### config.mk
export PLATFORM = sky130hd
export DESIGN_NAME = spt_out3_select
export DESIGN_NICKNAME = d
export VERILOG_FILES = /design/src/logic/spt_pkg.sv /design/src/logic/spt_and_term.sv /design/src/logic/spt_out3_select.sv
export SDC_FILE = /design/constraint.sdc
export NUM_CORES = 1
export LEC_CHECK = 0
export ABC_AREA = 0
export ABC_CLOCK_PERIOD_IN_PS = 2300
export BUFFER_PORTS_ARGS = -buffer_cell sky130_fd_sc_hd__buf_2
export CORE_MARGIN = 2
export CORE_UTILIZATION = 59
export DETAILED_ROUTE_END_ITERATION = 6
export PLACE_DENSITY = 0.95
export SETUP_SLACK_MARGIN = 0.15
export SLEW_MARGIN = 10
export SYNTH_ARGS = -nofsm -noshare
export SYNTH_HDL_FRONTEND = slang
export SYNTH_HIERARCHICAL = 1
export SYNTH_SLANG_ARGS = --single-unit
### constraint.sdc
create_clock -name core_clk_in -period 2.3 [get_ports core_clk_in]
set_clock_uncertainty 0.05 [all_clocks]
set_input_delay 0.69 -clock core_clk_in [delete_from_list [all_inputs] [get_ports core_clk_in]]
set_output_delay 0.69 -clock core_clk_in [all_outputs]
set_load 0.01 [all_outputs]
### src/logic/spt_pkg.sv
// Constants shared by the output-three first product term selector
`default_nettype none
package spt_pkg;
  // Register bus widths
  localparam int ADDR_W = 8;
  localparam int DATA_W = 8;
  // Register offsets
  localparam logic [7:0] OFF_PRIMARY_WD_SEL = 8'h16;
  localparam logic [7:0] OFF_SECONDARY_GPI_SEL = 8'h17;
  localparam logic [7:0] OFF_GPI_OUTPUT_SEL = 8'h18;
  localparam logic [7:0] OFF_OUTPUT8_SEL = 8'h1c;
  localparam logic [7:0] OFF_MANUAL_RESET_MAP = 8'h40;
  localparam logic [7:0] OFF_TERM_STATUS = 8'h50;
  // Reset values
  localparam logic [7:0] RST_PRIMARY_WD_SEL = 8'h00;
  localparam logic [7:0] RST_SECONDARY_GPI_SEL = 8'h00;
  localparam logic [7:0] RST_GPI_OUTPUT_SEL = 8'h00;
  localparam logic [7:0] RST_OUTPUT8_SEL = 8'h00;
  localparam logic [7:0] RST_MANUAL_RESET_MAP = 8'h00;
  localparam logic [7:0] RST_READ_DATA = 8'h00;
  // Field positions
  localparam int BIT_WD_ONE = 6;
  localparam int BIT_WD_TWO = 7;
  localparam int BIT_GPI_ONE = 6;
  localparam int BIT_GPI_TWO = 7;
  localparam int BIT_GPI_THREE = 0;
  localparam int BIT_GPI_FOUR = 1;
  localparam int BIT_OUT_ONE = 2;
  localparam int BIT_OUT_TWO = 3;
  localparam int BIT_OUT_FOUR = 4;
  localparam int BIT_OUT_EIGHT = 0;
  localparam int BIT_MR_OUT_THREE = 2;
  // Status register field positions
  localparam int STAT_PRODUCT_ONE = 0;
  localparam int STAT_PRODUCT_TWO = 1;
  localparam int STAT_OUT_ASSERTED = 2;
  localparam int STAT_MR_LOW = 3;
  // Selection bits that exist on the smaller variant
  localparam logic [7:0] SMALL_MASK_PRIMARY_WD = 8'hcf;
  localparam logic [7:0] SMALL_MASK_SECONDARY_GPI = 8'hcf;
  localparam logic [7:0] SMALL_MASK_GPI_OUTPUT = 8'hf3;
  localparam logic [7:0] SMALL_MASK_OUTPUT8 = 8'h00;
  localparam logic [7:0] FULL_MASK = 8'hff;
  // Width of the combined selection vector
  localparam int TERM_W = 25;
endpackage
`default_nettype wire

### src/logic/spt_and_term.sv
// Product term of selected conditions: AND over every selected good flag
`default_nettype none
module spt_and_term #(
  parameter int WIDTH = 25
) (
  input wire logic [WIDTH-1:0] select_in,
  input wire logic [WIDTH-1:0] good_in,
  output logic term_out
);
  // An unselected condition counts as true, so it drops out of the AND
  assign term_out = &(~select_in | good_in); // [RQ10] [RQ13]
endmodule
`default_nettype wire

### src/logic/spt_out3_select.sv
// First product term selection and assert logic for sequencer output three
//
// Behaviour
// [RQ1] Bits 0-3 of the primary/watchdog select add the primary thresholds of inputs one to four.
// [RQ2] Bits 4-5 of that register add inputs five and six, on the six-input variant only.
// [RQ3] Bits 6-7 of that register add the expiry of watchdog one and watchdog two.
// [RQ4] Bits 0-5 of the secondary/gpi select add the secondary thresholds of inputs one to six; the smaller variant masks off bits 4-5.
// [RQ5] Bits 6-7 of the secondary/gpi select and bits 0-1 of the next add general inputs one to four.
// [RQ6] Bits 2-3 of the gpi/output select add outputs one and two, on the larger variant only.
// [RQ7] Bits 4-7 of the gpi/output select add outputs four to seven.
// [RQ8] Bit 0 of the output-eight select adds output eight, on the larger variant only.
// [RQ9] With bit 2 of the manual reset map set, a low manual reset asserts output three.
// [RQ10] A cleared selection bit takes its condition out of the product term.
// [RQ11] Output three deasserts while either product term is one and is asserted otherwise.
// [RQ12] Software writes zero to selection bits for parts absent on the smaller variant.
// [RQ13] The product term is the AND of all selected conditions, each true in its good state.
// [RQ14] A voltage condition is good above its threshold, a general input while inactive.
// [RQ15] The term and output are re-evaluated every clock from sampled conditions.
//
// The plain strobed port was chosen for this implementation.
`default_nettype none
module spt_out3_select
  import spt_pkg::*;
#(
  parameter bit LARGE_VARIANT = 1'b1
) (
  input wire logic core_clk_in,
  input wire logic reset_n_in,
  input wire logic [spt_pkg::ADDR_W-1:0] reg_addr_in,
  input wire logic [spt_pkg::DATA_W-1:0] reg_wdata_in,
  input wire logic reg_write_in,
  input wire logic reg_read_in,
  output logic [spt_pkg::DATA_W-1:0] reg_rdata_out,
  input wire logic [5:0] primary_ok_in,
  input wire logic [5:0] secondary_ok_in,
  input wire logic watchdog_one_expired_in,
  input wire logic watchdog_two_expired_in,
  input wire logic [3:0] general_input_active_in,
  input wire logic [7:0] seq_output_asserted_in,
  input wire logic manual_reset_n_in,
  input wire logic product_two_in,
  output logic product_one_out,
  output logic seq_output_three_assert_out
);
  import spt_pkg::*;

  typedef struct packed {
    logic [7:0] sel_primary_wd;
    logic [7:0] sel_secondary_gpi;
    logic [7:0] sel_gpi_output;
    logic [7:0] sel_output8;
    logic [7:0] mr_map;
    logic [7:0] rdata;
    logic product_one;
    logic product_two;
    logic mr_low;
    logic out_asserted;
  } spt_state_t;

  // Bits that exist on the chosen variant; absent ones never take part
  localparam logic [7:0] MASK_PRIMARY_WD = LARGE_VARIANT ? FULL_MASK : SMALL_MASK_PRIMARY_WD;
  localparam logic [7:0] MASK_SECONDARY_GPI =
    LARGE_VARIANT ? FULL_MASK : SMALL_MASK_SECONDARY_GPI;
  localparam logic [7:0] MASK_GPI_OUTPUT = LARGE_VARIANT ? FULL_MASK : SMALL_MASK_GPI_OUTPUT;
  localparam logic [7:0] MASK_OUTPUT8 = LARGE_VARIANT ? FULL_MASK : SMALL_MASK_OUTPUT8;

  spt_state_t st;
  spt_state_t next_st;
  logic [TERM_W-1:0] term_select;
  logic [TERM_W-1:0] term_good;
  logic term_now;
  logic mr_hit;
  logic [7:0] good_primary_wd;
  logic [7:0] good_secondary_gpi;
  logic [7:0] good_gpi_output;

  // Good state of each condition, laid out as its selection bit
  always_comb begin
    good_primary_wd = {~watchdog_two_expired_in, ~watchdog_one_expired_in,
                       primary_ok_in}; // [RQ1] [RQ2] [RQ3] [RQ14]
    good_secondary_gpi = {~general_input_active_in[1], ~general_input_active_in[0],
                          secondary_ok_in}; // [RQ4] [RQ5] [RQ14]
    good_gpi_output = {~seq_output_asserted_in[6:3], ~seq_output_asserted_in[1:0],
                       ~general_input_active_in[3:2]}; // [RQ5] [RQ6] [RQ7]
  end

  // Masking keeps a stray bit from reaching absent hardware on the small part
  assign term_select = {st.sel_output8[BIT_OUT_EIGHT] & MASK_OUTPUT8[BIT_OUT_EIGHT],
                        st.sel_gpi_output & MASK_GPI_OUTPUT,
                        st.sel_secondary_gpi & MASK_SECONDARY_GPI,
                        st.sel_primary_wd & MASK_PRIMARY_WD}; // [RQ2] [RQ6] [RQ8] [RQ12]
  assign term_good = {~seq_output_asserted_in[7], good_gpi_output,
                      good_secondary_gpi, good_primary_wd}; // [RQ8]

  spt_and_term #(
    .WIDTH(TERM_W)
  ) u_term (
    .select_in(term_select),
    .good_in(term_good),
    .term_out(term_now)
  );

  // Manual reset overrides both terms when mapped to this output
  assign mr_hit = st.mr_map[BIT_MR_OUT_THREE] & ~manual_reset_n_in; // [RQ9]

  // Next state: register writes, read data, and the per-cycle evaluation
  always_comb begin
    next_st = st;
    next_st.rdata = RST_READ_DATA;
    if (reg_write_in) begin
      if (reg_addr_in == OFF_PRIMARY_WD_SEL) begin
        next_st.sel_primary_wd = reg_wdata_in;
      end else if (reg_addr_in == OFF_SECONDARY_GPI_SEL) begin
        next_st.sel_secondary_gpi = reg_wdata_in;
      end else if (reg_addr_in == OFF_GPI_OUTPUT_SEL) begin
        next_st.sel_gpi_output = reg_wdata_in;
      end else if (reg_addr_in == OFF_OUTPUT8_SEL) begin
        next_st.sel_output8 = reg_wdata_in;
      end else if (reg_addr_in == OFF_MANUAL_RESET_MAP) begin
        next_st.mr_map = reg_wdata_in;
      end
    end
    // Unmapped reads answer zero
    if (reg_read_in) begin
      if (reg_addr_in == OFF_PRIMARY_WD_SEL) begin
        next_st.rdata = st.sel_primary_wd;
      end else if (reg_addr_in == OFF_SECONDARY_GPI_SEL) begin
        next_st.rdata = st.sel_secondary_gpi;
      end else if (reg_addr_in == OFF_GPI_OUTPUT_SEL) begin
        next_st.rdata = st.sel_gpi_output;
      end else if (reg_addr_in == OFF_OUTPUT8_SEL) begin
        next_st.rdata = st.sel_output8;
      end else if (reg_addr_in == OFF_MANUAL_RESET_MAP) begin
        next_st.rdata = st.mr_map;
      end else if (reg_addr_in == OFF_TERM_STATUS) begin
        next_st.rdata = '0;
        next_st.rdata[STAT_PRODUCT_ONE] = st.product_one;
        next_st.rdata[STAT_PRODUCT_TWO] = st.product_two;
        next_st.rdata[STAT_OUT_ASSERTED] = st.out_asserted;
        next_st.rdata[STAT_MR_LOW] = st.mr_low;
      end
    end
    // Sampled every clock so a change shows one edge later
    next_st.product_one = term_now; // [RQ13] [RQ15]
    next_st.product_two = product_two_in;
    next_st.mr_low = ~manual_reset_n_in;
    next_st.out_asserted = mr_hit | ~(term_now | product_two_in); // [RQ9] [RQ11] [RQ15]
  end

  // Reset puts the output asserted, the safe state for a supervisor
  always_ff @(posedge core_clk_in or negedge reset_n_in) begin
    if (!reset_n_in) begin
      st.sel_primary_wd <= RST_PRIMARY_WD_SEL;
      st.sel_secondary_gpi <= RST_SECONDARY_GPI_SEL;
      st.sel_gpi_output <= RST_GPI_OUTPUT_SEL;
      st.sel_output8 <= RST_OUTPUT8_SEL;
      st.mr_map <= RST_MANUAL_RESET_MAP;
      st.rdata <= RST_READ_DATA;
      st.product_one <= 1'b0;
      st.product_two <= 1'b0;
      st.mr_low <= 1'b0;
      st.out_asserted <= 1'b1;
    end else begin
      st <= next_st;
    end
  end

  assign reg_rdata_out = st.rdata;
  assign product_one_out = st.product_one;
  assign seq_output_three_assert_out = st.out_asserted;
endmodule
`default_nettype wire

== Word-level counts from Yosys, hierarchy flattened ==
Index checks and enable logic that the tools add are counted.

* Flip-flop bits (word level): 52
* Input bits: 48
* Output and inout bits: 10
* Logic and storage cells: 48

* Equality and inequality tests: 6
* Mux-type cells: 7
* Bitwise logic cells: 19
* Reduce and logical (&&, ||, !) cells: 6

{| class="wikitable"
|+ Operators by type and width
! operator !! number
|-
| $mux 8 || 6
|-
| $eq 8x5->1 const B || 4
|-
| $not 25->25 || 1
|-
| $or 25x25->25 || 1
|-
| $reduce_and 25->1 || 1
|-
| $eq 8x7->1 const B || 2
|-
| $not 1->1 || 11
|-
| $reduce_and 6->1 || 1
|-
| $reduce_and 5->1 || 1
|-
| $mux 4 || 1
|-
| $not 2->2 || 2
|-
| $not 4->4 || 1
|-
| $reduce_and 4->1 || 1
|-
| $reduce_and 3->1 || 1
|-
| $or 1x1->1 || 2
|-
| $reduce_and 2->1 || 1
|-
| $and 1x1->1 || 1
|}

== Logic depth before layout (Yosys ltp) ==
Gate-level depths: netlist (run 1).

* Depth in word-level cells: 8
* Mapped depth: 6
* Mapped depth without buffers: 6

== Hierarchy ==
The synthesis (run 1) kept the hierarchy.

{| class="wikitable"
|+ Modules (own cells, without submodules)
! module !! times used !! cells an instance !! area an instance (um^2) !! sequential area each (um^2)
|-
| spt_out3_select || 1 || 193 || 2549.9 || 1302.5
|-
| spt_and_term || 1 || 40 || 224.0 || 0.0
|}

== Worst setup path before layout (run 1) ==
Ideal clock, no wire load.

* Path type: input port to flip-flop
* Start: input reg_addr_in[6] (netlist name)
* End: register st[44] (netlist name)
* Library setup time: 125 ps
* Arrival time: 2098 ps
* Required time: 2125 ps
* Slack: 28 ps
* Stages: 5
* Path buffers: 1
* Path through: nor4b_4 > nand4b_2 > buf_6 > nor3_4 > mux2_2

* Longest elaborated chain between the ends: 2

{| class="wikitable"
|+ RTL lines
! element !! line !! RTL
|-
| start: declaration || spt_out3_select.sv:29 || <nowiki>input wire logic [spt_pkg::ADDR_W-1:0] reg_addr_in,</nowiki>
|-
| $eq 8x5->1 || spt_out3_select.sv:111 || <nowiki>if (reg_addr_in == OFF_PRIMARY_WD_SEL) begin</nowiki>
|-
| $reduce_and 2->1 (no line) || -- ||
|-
| end signal: assignment || spt_out3_select.sv:164 || <nowiki>st <= next_st;</nowiki>
|-
| end: declaration || spt_out3_select.sv:67 || <nowiki>spt_state_t st;</nowiki>
|}

No other way between the ends.
A chain may end at the register's enable or synchronous reset.

== Worst setup path in the final report (run 1) ==
* Start: input reg_addr_in[6] (netlist name)
* End: register st[49] (netlist name)

Same word-level chain as after synthesis.

==> PnR_summary.wiki, run 1 <==
{| class="wikitable"
! Metric !! Value
|-
| Status || complete, no violations
|-
| Area Growth Syn to Fin || 17.5%
|-
| Fillcell total || 290
|-
| Net count, final || about 350
|-
| Leak || between 1.5 and 2 nW
|-
| Number of warnings reported in the yosys synthesis log || 6
|-
| Num rows || 24
|-
| Top cells by area in the synthesized netlist || dfrtp_1 (46%), mux2_2 (14%), mux2_4 (8.7%)
|-
| Count of mapped cells out of synthesis || about 230
|-
| Global Route met3 Usage || 5.56%
|-
| Worst slew pin tran || 0.426 ns
|-
| Final setup slack of the worst path || around 0.28 ns
|-
| Average cell area after synthesis || 11.9 µm²
|-
| Critical Path RT || 2.45 ns
|-
| Post-cts resize count || 0
|-
| Total congestion overflow after global routing || 0
|-
| RSZ-0062 raised after global routing || no
|-
| # H-tree levels || 2
|-
| Inserted Clock Buffers || 5
|-
| Type of the worst min-delay path || in2async
|-
| Initial antenna violation count || 0
|-
| Total core area || between 0.004 and 0.005 mm²
|-
| Worst reg2reg setup slack || roughly 0.82 ns
|-
| Global-route track usage on met2 || 49.0%
|-
| Hold buffer count at CTS || 0
|-
| Total half-perimeter wirelength after legalization and detailed placement || ~5.0 mm
|-
| Number of violations reported at the end of detailed-routing iteration 0 || approximately 230
|-
| Yosys cell types || between 40 and 50
|-
| Total vias in the final route || 2119
|-
| Endpoint arrival time on the critical path || around 2.2 ns
|-
| Number of cells on the worst reg-to-reg path || 5
|-
| First-pass iteration count of the detailed router || 4
|-
| Via count of the first global-routing pass || 2201
|-
| Netlist area before placement || 0.00277 mm²
|-
| Slew margin rel. || 71.3%
|-
| Clock tree from TritonCTS || built
|-
| Setup TNS after final layout || 0 ns
|-
| Root buffer cell || clkbuf_8
|-
| Buffers inserted by post-CTS timing repair || 0
|-
| Sink count of the clock tree || 52
|-
| Post-CTS clock slew at the launch and capture registers of the worst setup and hold paths || 0.10 ns
|-
| Largest net degree at the start of global routing || 53
|-
| Post-route minimum period || just over 2 ns
|-
| Count of max-cap constraint violations || 0
|-
| Classification of the worst setup path || in2reg
|-
| Number of register bits inferred by synthesis || 52
|-
| Capture point of the worst reg-to-reg path || seq_output_three_assert_out$_DFF_PN1_
|-
| Final standard cell count with taps included and fillers excluded || ~350
|-
| Clock latency on the worst-skew pair || approximately 0.30 ns
|-
| Final Cycle Share || a little under 90%
|-
| Wire length reported by the detailed router || between 6 and 7 mm
|-
| Worst slack after detailed placement || -0.0349 ns
|-
| Total count of hold-check failures in the final report || 0
|-
| Routed length per placed instance || roughly 19 µm
|-
| Drt via density || approximately 6
|-
| Top-level port count || a little under 60
|-
| Share of synthesized area occupied by flip-flops and latches || 47.0%
|-
| Count of antenna-violating nets left after detailed routing || 0
|-
| Power per cell area || about 540 mW/mm²
|-
| Final RePlAce weighted congestion || approximately 0.9
|-
| Start of the worst register-to-register path || st[35]$_DFFE_PN0P_
|-
| Max Transition Viols Final || 0
|-
| Total power draw || approximately 1.8 mW
|-
| Net count after synthesis || around 280
|-
| Number of buffer cells added on primary ports || 56
|-
| Antenna cell count || 0
|-
| Starting Density || a little over three fifths
|-
| GRT met1 Usage || between 30 and 40%
|-
| Peak VDD IR || about 0.00048 V
|-
| Most utilized layer in the global route result || met2
|-
| Fmax || around 500 MHz
|-
| Floorplan die area || 0.00527 mm²
|-
| Share of layout cells above drive strength 1 || between 40% and 50%
|-
| CTS max path bufs || 2
|-
| Critical path peak fanout || 8
|-
| GR Util All Layers || 28.5%
|-
| First-pass GRT wire length || around 11 mm
|-
| Placed cells || around 340
|-
| Horiz. Die Dim || roughly 73 µm
|-
| Kind of start point of the critical path || input pin
|-
| DRC errors left || 0
|-
| Final number of setup-violating endpoints || 0
|-
| Crit path capture type || register
|-
| Area share of the leading cell type in the synthesized netlist || between 40% and 50%
|-
| Chip Height || slightly above 70 µm
|-
| Library cell with the largest summed area after synthesis || dfrtp_1
|}
## synthesized netlist by cell type, drive strengths merged
| library cell | number |
|---|---|
| a21oi | 5 |
| a22o | 1 |
| a22oi | 3 |
| and3 | 2 |
| buf | 13 |
| clkbuf | 1 |
| dfrtp | 51 |
| dfstp | 1 |
| inv | 38 |
| mux2 | 52 |
| mux2i | 7 |
| nand2 | 1 |
| nand2b | 4 |
| nand3 | 6 |
| nand3b | 1 |
| nand4 | 1 |
| nand4b | 1 |
| nor2 | 9 |
| nor2b | 1 |
| nor3 | 3 |
| nor4 | 3 |
| nor4b | 1 |
| o2111ai | 1 |
| o21ai | 6 |
| o21bai | 1 |
| o221a | 4 |
| o221ai | 1 |
| o22ai | 10 |
| o2bb2ai | 1 |
| o31ai | 1 |
| or3 | 2 |
| or3b | 1 |
## worst max-delay path by stage
stage                               from                 end  cells past startpoint
after global routing      reg_addr_in[6]  st[44]$_DFFE_PN0P_                      6
after floorplan           reg_addr_in[6]  st[44]$_DFFE_PN0P_                      5
after CTS                 reg_addr_in[6]  st[49]$_DFFE_PN0P_                      6
after global placement    reg_addr_in[6]  st[49]$_DFFE_PN0P_                      6
final                     reg_addr_in[6]  st[49]$_DFFE_PN0P_                      6
after detailed placement  reg_addr_in[6]  st[44]$_DFFE_PN0P_                      6
## flip-flops by register name, indices dropped and copies added, names as in the netlist
signal                       cells
product_one_out                  1
seq_output_three_assert_out      1
st                              42
reg_rdata_out                    8
## per-stage QoR
step	area, µm²	hold slack, ns	utilization [%]
4_1_cts	3260	0.318	73.3
3_3_place_gp	3170	0.440	71.3
2_1_floorplan	2770	0.344	-
5_1_grt	3260	0.327	73.3
3_5_place_dp	3170	0.439	71.3
6_report	3260	0.302	73.3
## where the power goes
part	internal (mW)	total (mW)	switching, mW
combinational	0.126	0.254	0.128
clock	0.213	0.520	0.307
sequential	0.962	0.997	0.0342
total	1.30	1.77	0.469
## layout make-up
type                            count  area [µm²]  share of cell area, %
Sequential cell                    52        1300                   40.0
Multi-Input combinational cell    129        1220                   37.5
Timing Repair Buffer               72         438                   13.4
Inverter                           38         143                   4.38
Clock buffer                        5        68.8                   2.11
Tap cell                           52        65.1                   2.00
Clock inverter                      3        18.8                  0.576
## layout by cell type, fill, tap and decap left out, types with 4 or more instances in the layout
| cell type | instances |
|---|---|
| buf_2 | 56 |
| dfrtp_1 | 51 |
| inv_1 | 38 |
| mux2_2 | 35 |
| mux2_4 | 16 |
| buf_4 | 13 |
| o22ai_1 | 9 |
| nor2_1 | 9 |
| mux2i_1 | 7 |
| o21ai_0 | 6 |
| a21oi_1 | 5 |
| nand3_1 | 5 |
| clkbuf_8 | 5 |
| o221a_2 | 4 |
## critical path, stage by stage
cell and delay (ns):
buf_2 0.12, nor4b_4 0.36, nand4b_2 0.27, nor3_4 0.23
buf_12 0.16, mux2_2 0.34
## metal layers
metal	vias to the layer above	routed length (µm)
li1	932	-
met1	1035	2650
met2	120	3480
met3	32	420
met4	0	282
met5	-	0
## cell families (layout without fill, tap and decap cells)
family                 count (synthesis)  count (layout)  share of synthesized area, %
and+or+nand+nor                       36              36                          9.07
AOI/OAI and AO/OA                     34              34                          9.20
DFF                                   52              52                          47.0
muxes                                 59              59                          25.8
buffers and inverters                 52             118                          8.98
Power figures use the tool's default switching activity.
==> run 2, diff against run 1 <==
Settings changed: ABC_CLOCK_PERIOD_IN_PS 2300 to 2200, CORE_UTILIZATION 59 to 54, PLACE_DENSITY 0.95 to 0.9, SKIP_CTS_REPAIR_TIMING set to 1.
Clock period 2.3 ns to 2.2 ns, I/O delays scaled along.
==> PnR_summary.wiki, run 2 (synthesized netlist as in run 1, its figures left out) <==
{| class="wikitable"
! Metric !! Value
|-
| Total half-perimeter wirelength after legalization and detailed placement || 4.81 mm (-4.5%)
|-
| Via count of the first global-routing pass || 2007 (-8.8%)
|-
| Placed cells || 363 (+5.8%)
|-
| Final number of setup-violating endpoints || 0 (unchanged)
|-
| Count of antenna-violating nets left after detailed routing || 0 (unchanged)
|-
| Area used by multi-input combinational logic || 0.00123 mm² (+0.51%)
|-
| Inserted Clock Buffers || 5 (unchanged)
|-
| DRC errors left || 0 (unchanged)
|-
| Max Transition Viols Final || 0 (unchanged)
|-
| Final RePlAce weighted congestion || 0.837 (-7.1%)
|-
| Clock latency on the worst-skew pair || 0.32 ns (+0.02 ns)
|-
| Total power draw || 1.97 mW (+11%)
|-
| Final standard cell count with taps included and fillers excluded || 371 (+5.7%)
|-
| Num rows || 26 (+8.3%)
|-
| Leak || 1.72 nW (+0.72%)
|-
| Post-route minimum period || just under 2 ns
|-
| Worst slew pin tran || 0.461 ns (+0.0348 ns)
|-
| Total core area || 0.00504 mm² (+13%)
|-
| Final Cycle Share || between 90% and 100%
|-
| Fmax || between 500 and 600 MHz
|-
| Proportion of power drawn by the clock network || 33.8% (+4.5 points)
|-
| Classification of the worst setup path || in2reg
|-
| Switching power total || 0.498 mW (+6.1%)
|-
| GR Util All Layers || 24.6% (-3.9 points)
|-
| Total count of hold-check failures in the final report || 0 (unchanged)
|-
| Register area || 0.00130 mm² (unchanged)
|-
| Most common library cell in the layout ignoring fill and taps || buf_2
|-
| Slew margin rel. || 69.3% (-2.1 points)
|-
| Routed metal-1 wirelength || 2.68 mm (+1.0%)
|-
| Power per cell area || 596 mW/mm² (+9.6%)
|-
| Routed length on met3 || 304 µm (-28%)
|-
| Fraction of the core area covered by cells at the end of the flow || 65.7% (-7.6 points)
|-
| First-pass GRT wire length || 10.1 mm (-8.7%)
|-
| Area after detailed placement || 0.00320 mm² (+0.99%)
|-
| Largest net degree at the start of global routing || 22 (-58%)
|-
| Area Growth Syn to Fin || 19.4%
|-
| Wire length reported by the detailed router || 6.19 mm (-9.4%)
|-
| Start of the worst register-to-register path || st[42]$_DFFE_PN0P_
|-
| RSZ-0062 raised after global routing || no
|-
| Internal power || 1.48 mW (+13%)
|-
| Capture point of the worst reg-to-reg path || seq_output_three_assert_out$_DFF_PN1_
|-
| Min Hold Slack || 0.229 ns (-0.0726 ns)
|-
| Number of violations reported at the end of detailed-routing iteration 0 || 152 (-33%)
|-
| Initial antenna violation count || 0 (unchanged)
|-
| Fillcell total || 375 (+29%)
|-
| Total congestion overflow after global routing || 0 (unchanged)
|-
| Status || complete, no violations
|-
| Top-level port count || 58 (unchanged)
|-
| Critical Path RT || 2.35 ns (-0.10 ns)
|-
| Final design instance area without fill || 0.00331 mm² (+1.7%)
|-
| Number of buffer cells added on primary ports || 56 (unchanged)
|-
| Starting Density || 55.0% (-7.4 points)
|-
| Critical path peak fanout || 8 (unchanged)
|-
| Highest metal used || met4
|-
| Type of the worst min-delay path || in2async
|-
| Clock tree from TritonCTS || built
|-
| Kind of start point of the critical path || input pin
|-
| Antenna cell count || 0 (unchanged)
|-
| Critical path launch point || reg_addr_in[6]
|-
| Switching portion of total power || 25.2% (-1.3 points)
|-
| Register share of total power || 52.7% (-3.6 points)
|-
| Chip Height || 75.7 µm (+4.3%)
|-
| # H-tree levels || 2 (unchanged)
|-
| Number of cells on the worst reg-to-reg path || 5 (unchanged)
|-
| Sink count of the clock tree || 52 (unchanged)
|-
| Worst reg2reg setup slack || 0.75 ns (-0.07 ns)
|-
| Endpoint arrival time on the critical path || 2.14 ns (-0.02 ns)
|-
| Register name with the most flops || st
|-
| Routed length per placed instance || 16.7 µm (-14%)
|-
| Post-CTS clock slew at the launch and capture registers of the worst setup and hold paths || 0.10 ns (about the same)
|-
| CTS max path bufs || 2 (unchanged)
|-
| Drt via density || 5.35 (-11%)
|-
| Highest-count cells in the layout ignoring fill and taps || buf_2 (56), dfrtp_1 (51), inv_1 (38), mux2_2 (35)
|-
| First-pass iteration count of the detailed router || 4 (unchanged)
|-
| Routed length on met2 || 3.08 mm (-11%)
|-
| Peak VDD IR || 0.000360 V (-25%)
|-
| Net count, final || 348 (+0.58%)
|-
| Floorplan die area || 0.00573 mm² (+8.7%)
|-
| Root buffer cell || clkbuf_8
|-
| Combinational fraction of design power || 13.5% (-0.9 points)
|-
| Total vias in the final route || 1984 (-6.4%)
|-
| Count of max-cap constraint violations || 0 (unchanged)
|-
| Flip-flop count of the largest register, all copies and words added || 42 (unchanged)
|-
| Share of layout cells above drive strength 1 || 49.5% (+0.67 points)
|-
| Horiz. Die Dim || 75.7 µm (+4.3%)
|-
| Crit path capture type || register
|}
-- run 2: cell types whose count changed in the layout (fill, tap and decap cells not counted), sizes merged --
cell | before | now
clkinvlp | 0 | 1
buf | 72 | 74
clkinv | 3 | 1
bufinv | 0 | 1
-- run 2: power groups by stage --
stage               Clock (mW)  Sequential, mW  Combinational (mW)
CTS                      0.680            1.04               0.267
floorplan                    0            1.05               0.131
global route             0.713            1.05               0.289
detailed placement           0            1.06               0.266
finish                   0.668            1.04               0.266
global placement             0            1.05               0.256
-- run 2: per-stage QoR --
| step | worst slack [ns] | TNS, ns |
|---|---|---|
| floorplan | -0.0425 | -0.522 |
| global placement | -0.0815 | -2.23 |
| detailed placement | -0.110 | -3.00 |
| CTS | 0.220 | 0 |
| global route | 0.167 | 0 |
| finish | 0.212 | 0 |
-- run 2: layout make-up --
type / count / share of cell area [%]
well taps: 70 / 2.64
inverters: 38 / 4.31
flip-flops and latches: 52 / 39.3
clock buffers: 5 / 2.08
clock inverters: 3 / 1.28
repair buffers: 74 / 13.3
multi-input cells: 129 / 37.1
-- run 2: metal layers --
metal  vias up  global-route usage [%]
met3         8                    4.37
met4         0                    9.16
li1        938                       -
met2        54                    40.3
met5         -                       0
met1       984                    32.8
-- run 2: worst max-delay path, stage by stage --
cell and delay (ns):
buf_2 0.12, nor4b_4 0.37, nand3_2 0.15, or3_1 0.33, buf_4 0.20, mux2_4 0.31
-- run 2: worst max path at each step --
stage                         end  cells after the start  slack, ns
6_report       st[35]$_DFFE_PN0P_                      6       0.21
4_1_cts        st[35]$_DFFE_PN0P_                      6       0.22
3_3_place_gp   st[28]$_DFFE_PN0P_                      6      -0.08
3_5_place_dp   st[35]$_DFFE_PN0P_                      6      -0.11
2_1_floorplan  st[44]$_DFFE_PN0P_                      5      -0.04
5_1_grt        st[35]$_DFFE_PN0P_                      6       0.17
==> run 3, diff against run 2 <==
Settings changed: REMOVE_ABC_BUFFERS set to 1.
==> PnR_summary.wiki, run 3 (synthesized netlist as in run 1, its figures left out) <==
{| class="wikitable"
! Metric !! Value
|-
| Final number of setup-violating endpoints || 0 (unchanged)
|-
| Final standard cell count with taps included and fillers excluded || 376 (+1.3%)
|-
| Register area || 0.00130 mm² (unchanged)
|-
| Share of layout cells above drive strength 1 || 50.3% (+0.83 points)
|-
| Antenna cell count || 0 (unchanged)
|-
| GR Util All Layers || 24.2% (-0.38 points)
|-
| Initial antenna violation count || 0 (unchanged)
|-
| Leak || 1.75 nW (+1.9%)
|-
| Peak VDD IR || 0.000302 V (-16%)
|-
| Number of cells on the worst reg-to-reg path || 5 (unchanged)
|-
| Count of max-cap constraint violations || 0 (unchanged)
|-
| Classification of the worst setup path || in2reg
|-
| Post-route minimum period || 2.03 ns (+0.0448 ns)
|-
| First-pass GRT wire length || 10.0 mm (-1.4%)
|-
| Starting Density || 55.0% (unchanged)
|-
| Horiz. Die Dim || 75.7 µm (unchanged)
|-
| Max Transition Viols Final || 0 (unchanged)
|-
| Most common library cell in the layout ignoring fill and taps || buf_2
|-
| Fmax || 492 MHz (-2.2%)
|-
| Count of antenna-violating nets left after detailed routing || 0 (unchanged)
|-
| Total vias in the final route || 2069 (+4.3%)
|-
| Total count of hold-check failures in the final report || 0 (unchanged)
|-
| Crit path capture type || register
|-
| Area used by multi-input combinational logic || 0.00124 mm² (+1.0%)
|-
| Kind of start point of the critical path || input pin
|-
| Setup TNS after final layout || 0 ns (unchanged)
|-
| Clock latency on the worst-skew pair || 0.31 ns (about the same)
|-
| Slew margin rel. || 72.0% (+2.7 points)
|-
| First-pass iteration count of the detailed router || 4 (unchanged)
|-
| Post-CTS clock slew at the launch and capture registers of the worst setup and hold paths || 0.09 ns (about the same)
|-
| # H-tree levels || 2 (unchanged)
|-
| Capture point of the worst reg-to-reg path || seq_output_three_assert_out$_DFF_PN1_
|-
| Type of the worst min-delay path || in2async
|-
| Fraction of the core area covered by cells at the end of the flow || 66.2% (+0.52 points)
|-
| Power per cell area || 569 mW/mm² (-4.6%)
|-
| Drt via density || 5.50 (+2.9%)
|-
| Number of violations reported at the end of detailed-routing iteration 0 || 138 (-9.2%)
|-
| Fillcell total || 350 (-6.7%)
|-
| Largest net degree at the start of global routing || 53 (+140%)
|-
| Register name with the most flops || st
|-
| RSZ-0062 raised after global routing || no
|-
| Sink count of the clock tree || 52 (unchanged)
|-
| Wire length reported by the detailed router || 6.62 mm (+7.0%)
|-
| DRC errors left || 0 (unchanged)
|-
| Worst reg2reg setup slack || 0.68 ns (-0.07 ns)
|-
| Total congestion overflow after global routing || 0 (unchanged)
|-
| Floorplan die area || 0.00573 mm² (unchanged)
|-
| Worst slew pin tran || 0.417 ns (-0.0443 ns)
|-
| Net count, final || 353 (+1.4%)
|-
| Via count of the first global-routing pass || 2043 (+1.8%)
|-
| Start of the worst register-to-register path || st[30]$_DFFE_PN0P_
|-
| Root buffer cell || clkbuf_8
|-
| Num rows || 26 (unchanged)
|-
| Total half-perimeter wirelength after legalization and detailed placement || 4.78 mm (-0.61%)
|-
| Clock tree from TritonCTS || built
|-
| Flip-flop count of the largest register, all copies and words added || 42 (unchanged)
|-
| Number of buffer cells added on primary ports || 56 (unchanged)
|-
| Placed cells || 367 (+1.1%)
|-
| Final Cycle Share || 92.4% (+2.0 points)
|-
| Endpoint arrival time on the critical path || 2.19 ns (+0.05 ns)
|-
| Critical Path RT || 2.35 ns (about the same)
|-
| Highest-count cells in the layout ignoring fill and taps || buf_2 (56), dfrtp_1 (51), inv_1 (38), mux2_2 (35), buf_4 (22)
|-
| Status || complete, no violations
|-
| Top-level port count || 58 (unchanged)
|-
| Total core area || 0.00504 mm² (unchanged)
|-
| Inserted Clock Buffers || 5 (unchanged)
|-
| Area Growth Syn to Fin || 20.4%
|-
| Chip Height || 75.7 µm (unchanged)
|-
| Critical path peak fanout || 5 (-3)
|-
| Final RePlAce weighted congestion || 0.869 (+3.8%)
|-
| CTS max path bufs || 2 (unchanged)
|-
| Routed length per placed instance || 17.6 µm (+5.6%)
|}
run 3: cell count changes in the layout (fill, tap and decap cells not counted):
cell | previous run | this run
or3_4 | 0 | 2
buf_12 | 2 | 1
nand4b_2 | 1 | 0
buf_4 | 16 | 22
or3_1 | 2 | 0
clkbuf_8 | 5 | 7
clkinv_2 | 1 | 0
clkinvlp_4 | 1 | 0
nand4b_4 | 0 | 1
bufinv_16 | 1 | 0
nor4_2 | 1 | 0
nor4_1 | 2 | 3
clkbuf_1 | 0 | 1
run 3: per-layer routing:
layer  share of wire [%]  routed length (µm)  global-route usage, %  up-vias
li1                    -                   -                      -      957
met1                  41                2750                   29.8     1013
met2                  49                3260                   40.1       80
met3                 5.8                 386                   6.48       19
met4                 3.4                 227                   10.5        0
met5                   0                   0                      0        -
run 3: where the power goes:
group | switching, mW | internal, mW
logic | 0.137 | 0.135
clock network | 0.300 | 0.287
registers | 0.0332 | 1.01
run 3: critical path, cell delays in order:
cell and delay [ns]:
buf_2 0.12, nor4b_4 0.27, buf_4 0.18, nand3_2 0.11
or3_4 0.36, buf_4 0.18, mux2_4 0.30
run 3: worst max path at each step:
stage                               from                  to  slack, ns  cells past startpoint
final                     reg_addr_in[5]  st[33]$_DFFE_PN0P_       0.17                      7
after detailed placement  reg_addr_in[6]  st[42]$_DFFE_PN0P_      -0.20                      6
after global routing      reg_addr_in[5]  st[22]$_DFFE_PN0P_       0.14                      7
after floorplan           reg_addr_in[6]  st[20]$_DFFE_PN0P_       -0.1                      4
after global placement    reg_addr_in[6]  st[32]$_DFFE_PN0P_      -0.17                      6
after CTS                 reg_addr_in[6]  st[42]$_DFFE_PN0P_       0.11                      6
run 3: metrics by stage:
step / power, mW / worst slack (ns) / cell area [µm²] / hold WS [ns]
floorplan: 1.17 / -0.0985 / 2670 / 0.314
global placement: 1.31 / -0.170 / 3210 / 0.439
detailed placement: 1.32 / -0.198 / 3210 / 0.442
CTS: 1.90 / 0.112 / 3310 / 0.283
global route: 1.98 / 0.141 / 3340 / 0.276
finish: 1.90 / 0.167 / 3340 / 0.273
run 3: final cells by class:
cell class / count / area share [%]
well taps: 70 / 2.62
flip-flops and latches: 52 / 39.0
repair buffers: 79 / 13.9
inverters: 38 / 4.27
multi-input cells: 129 / 37.2
clock buffers: 8 / 3.00
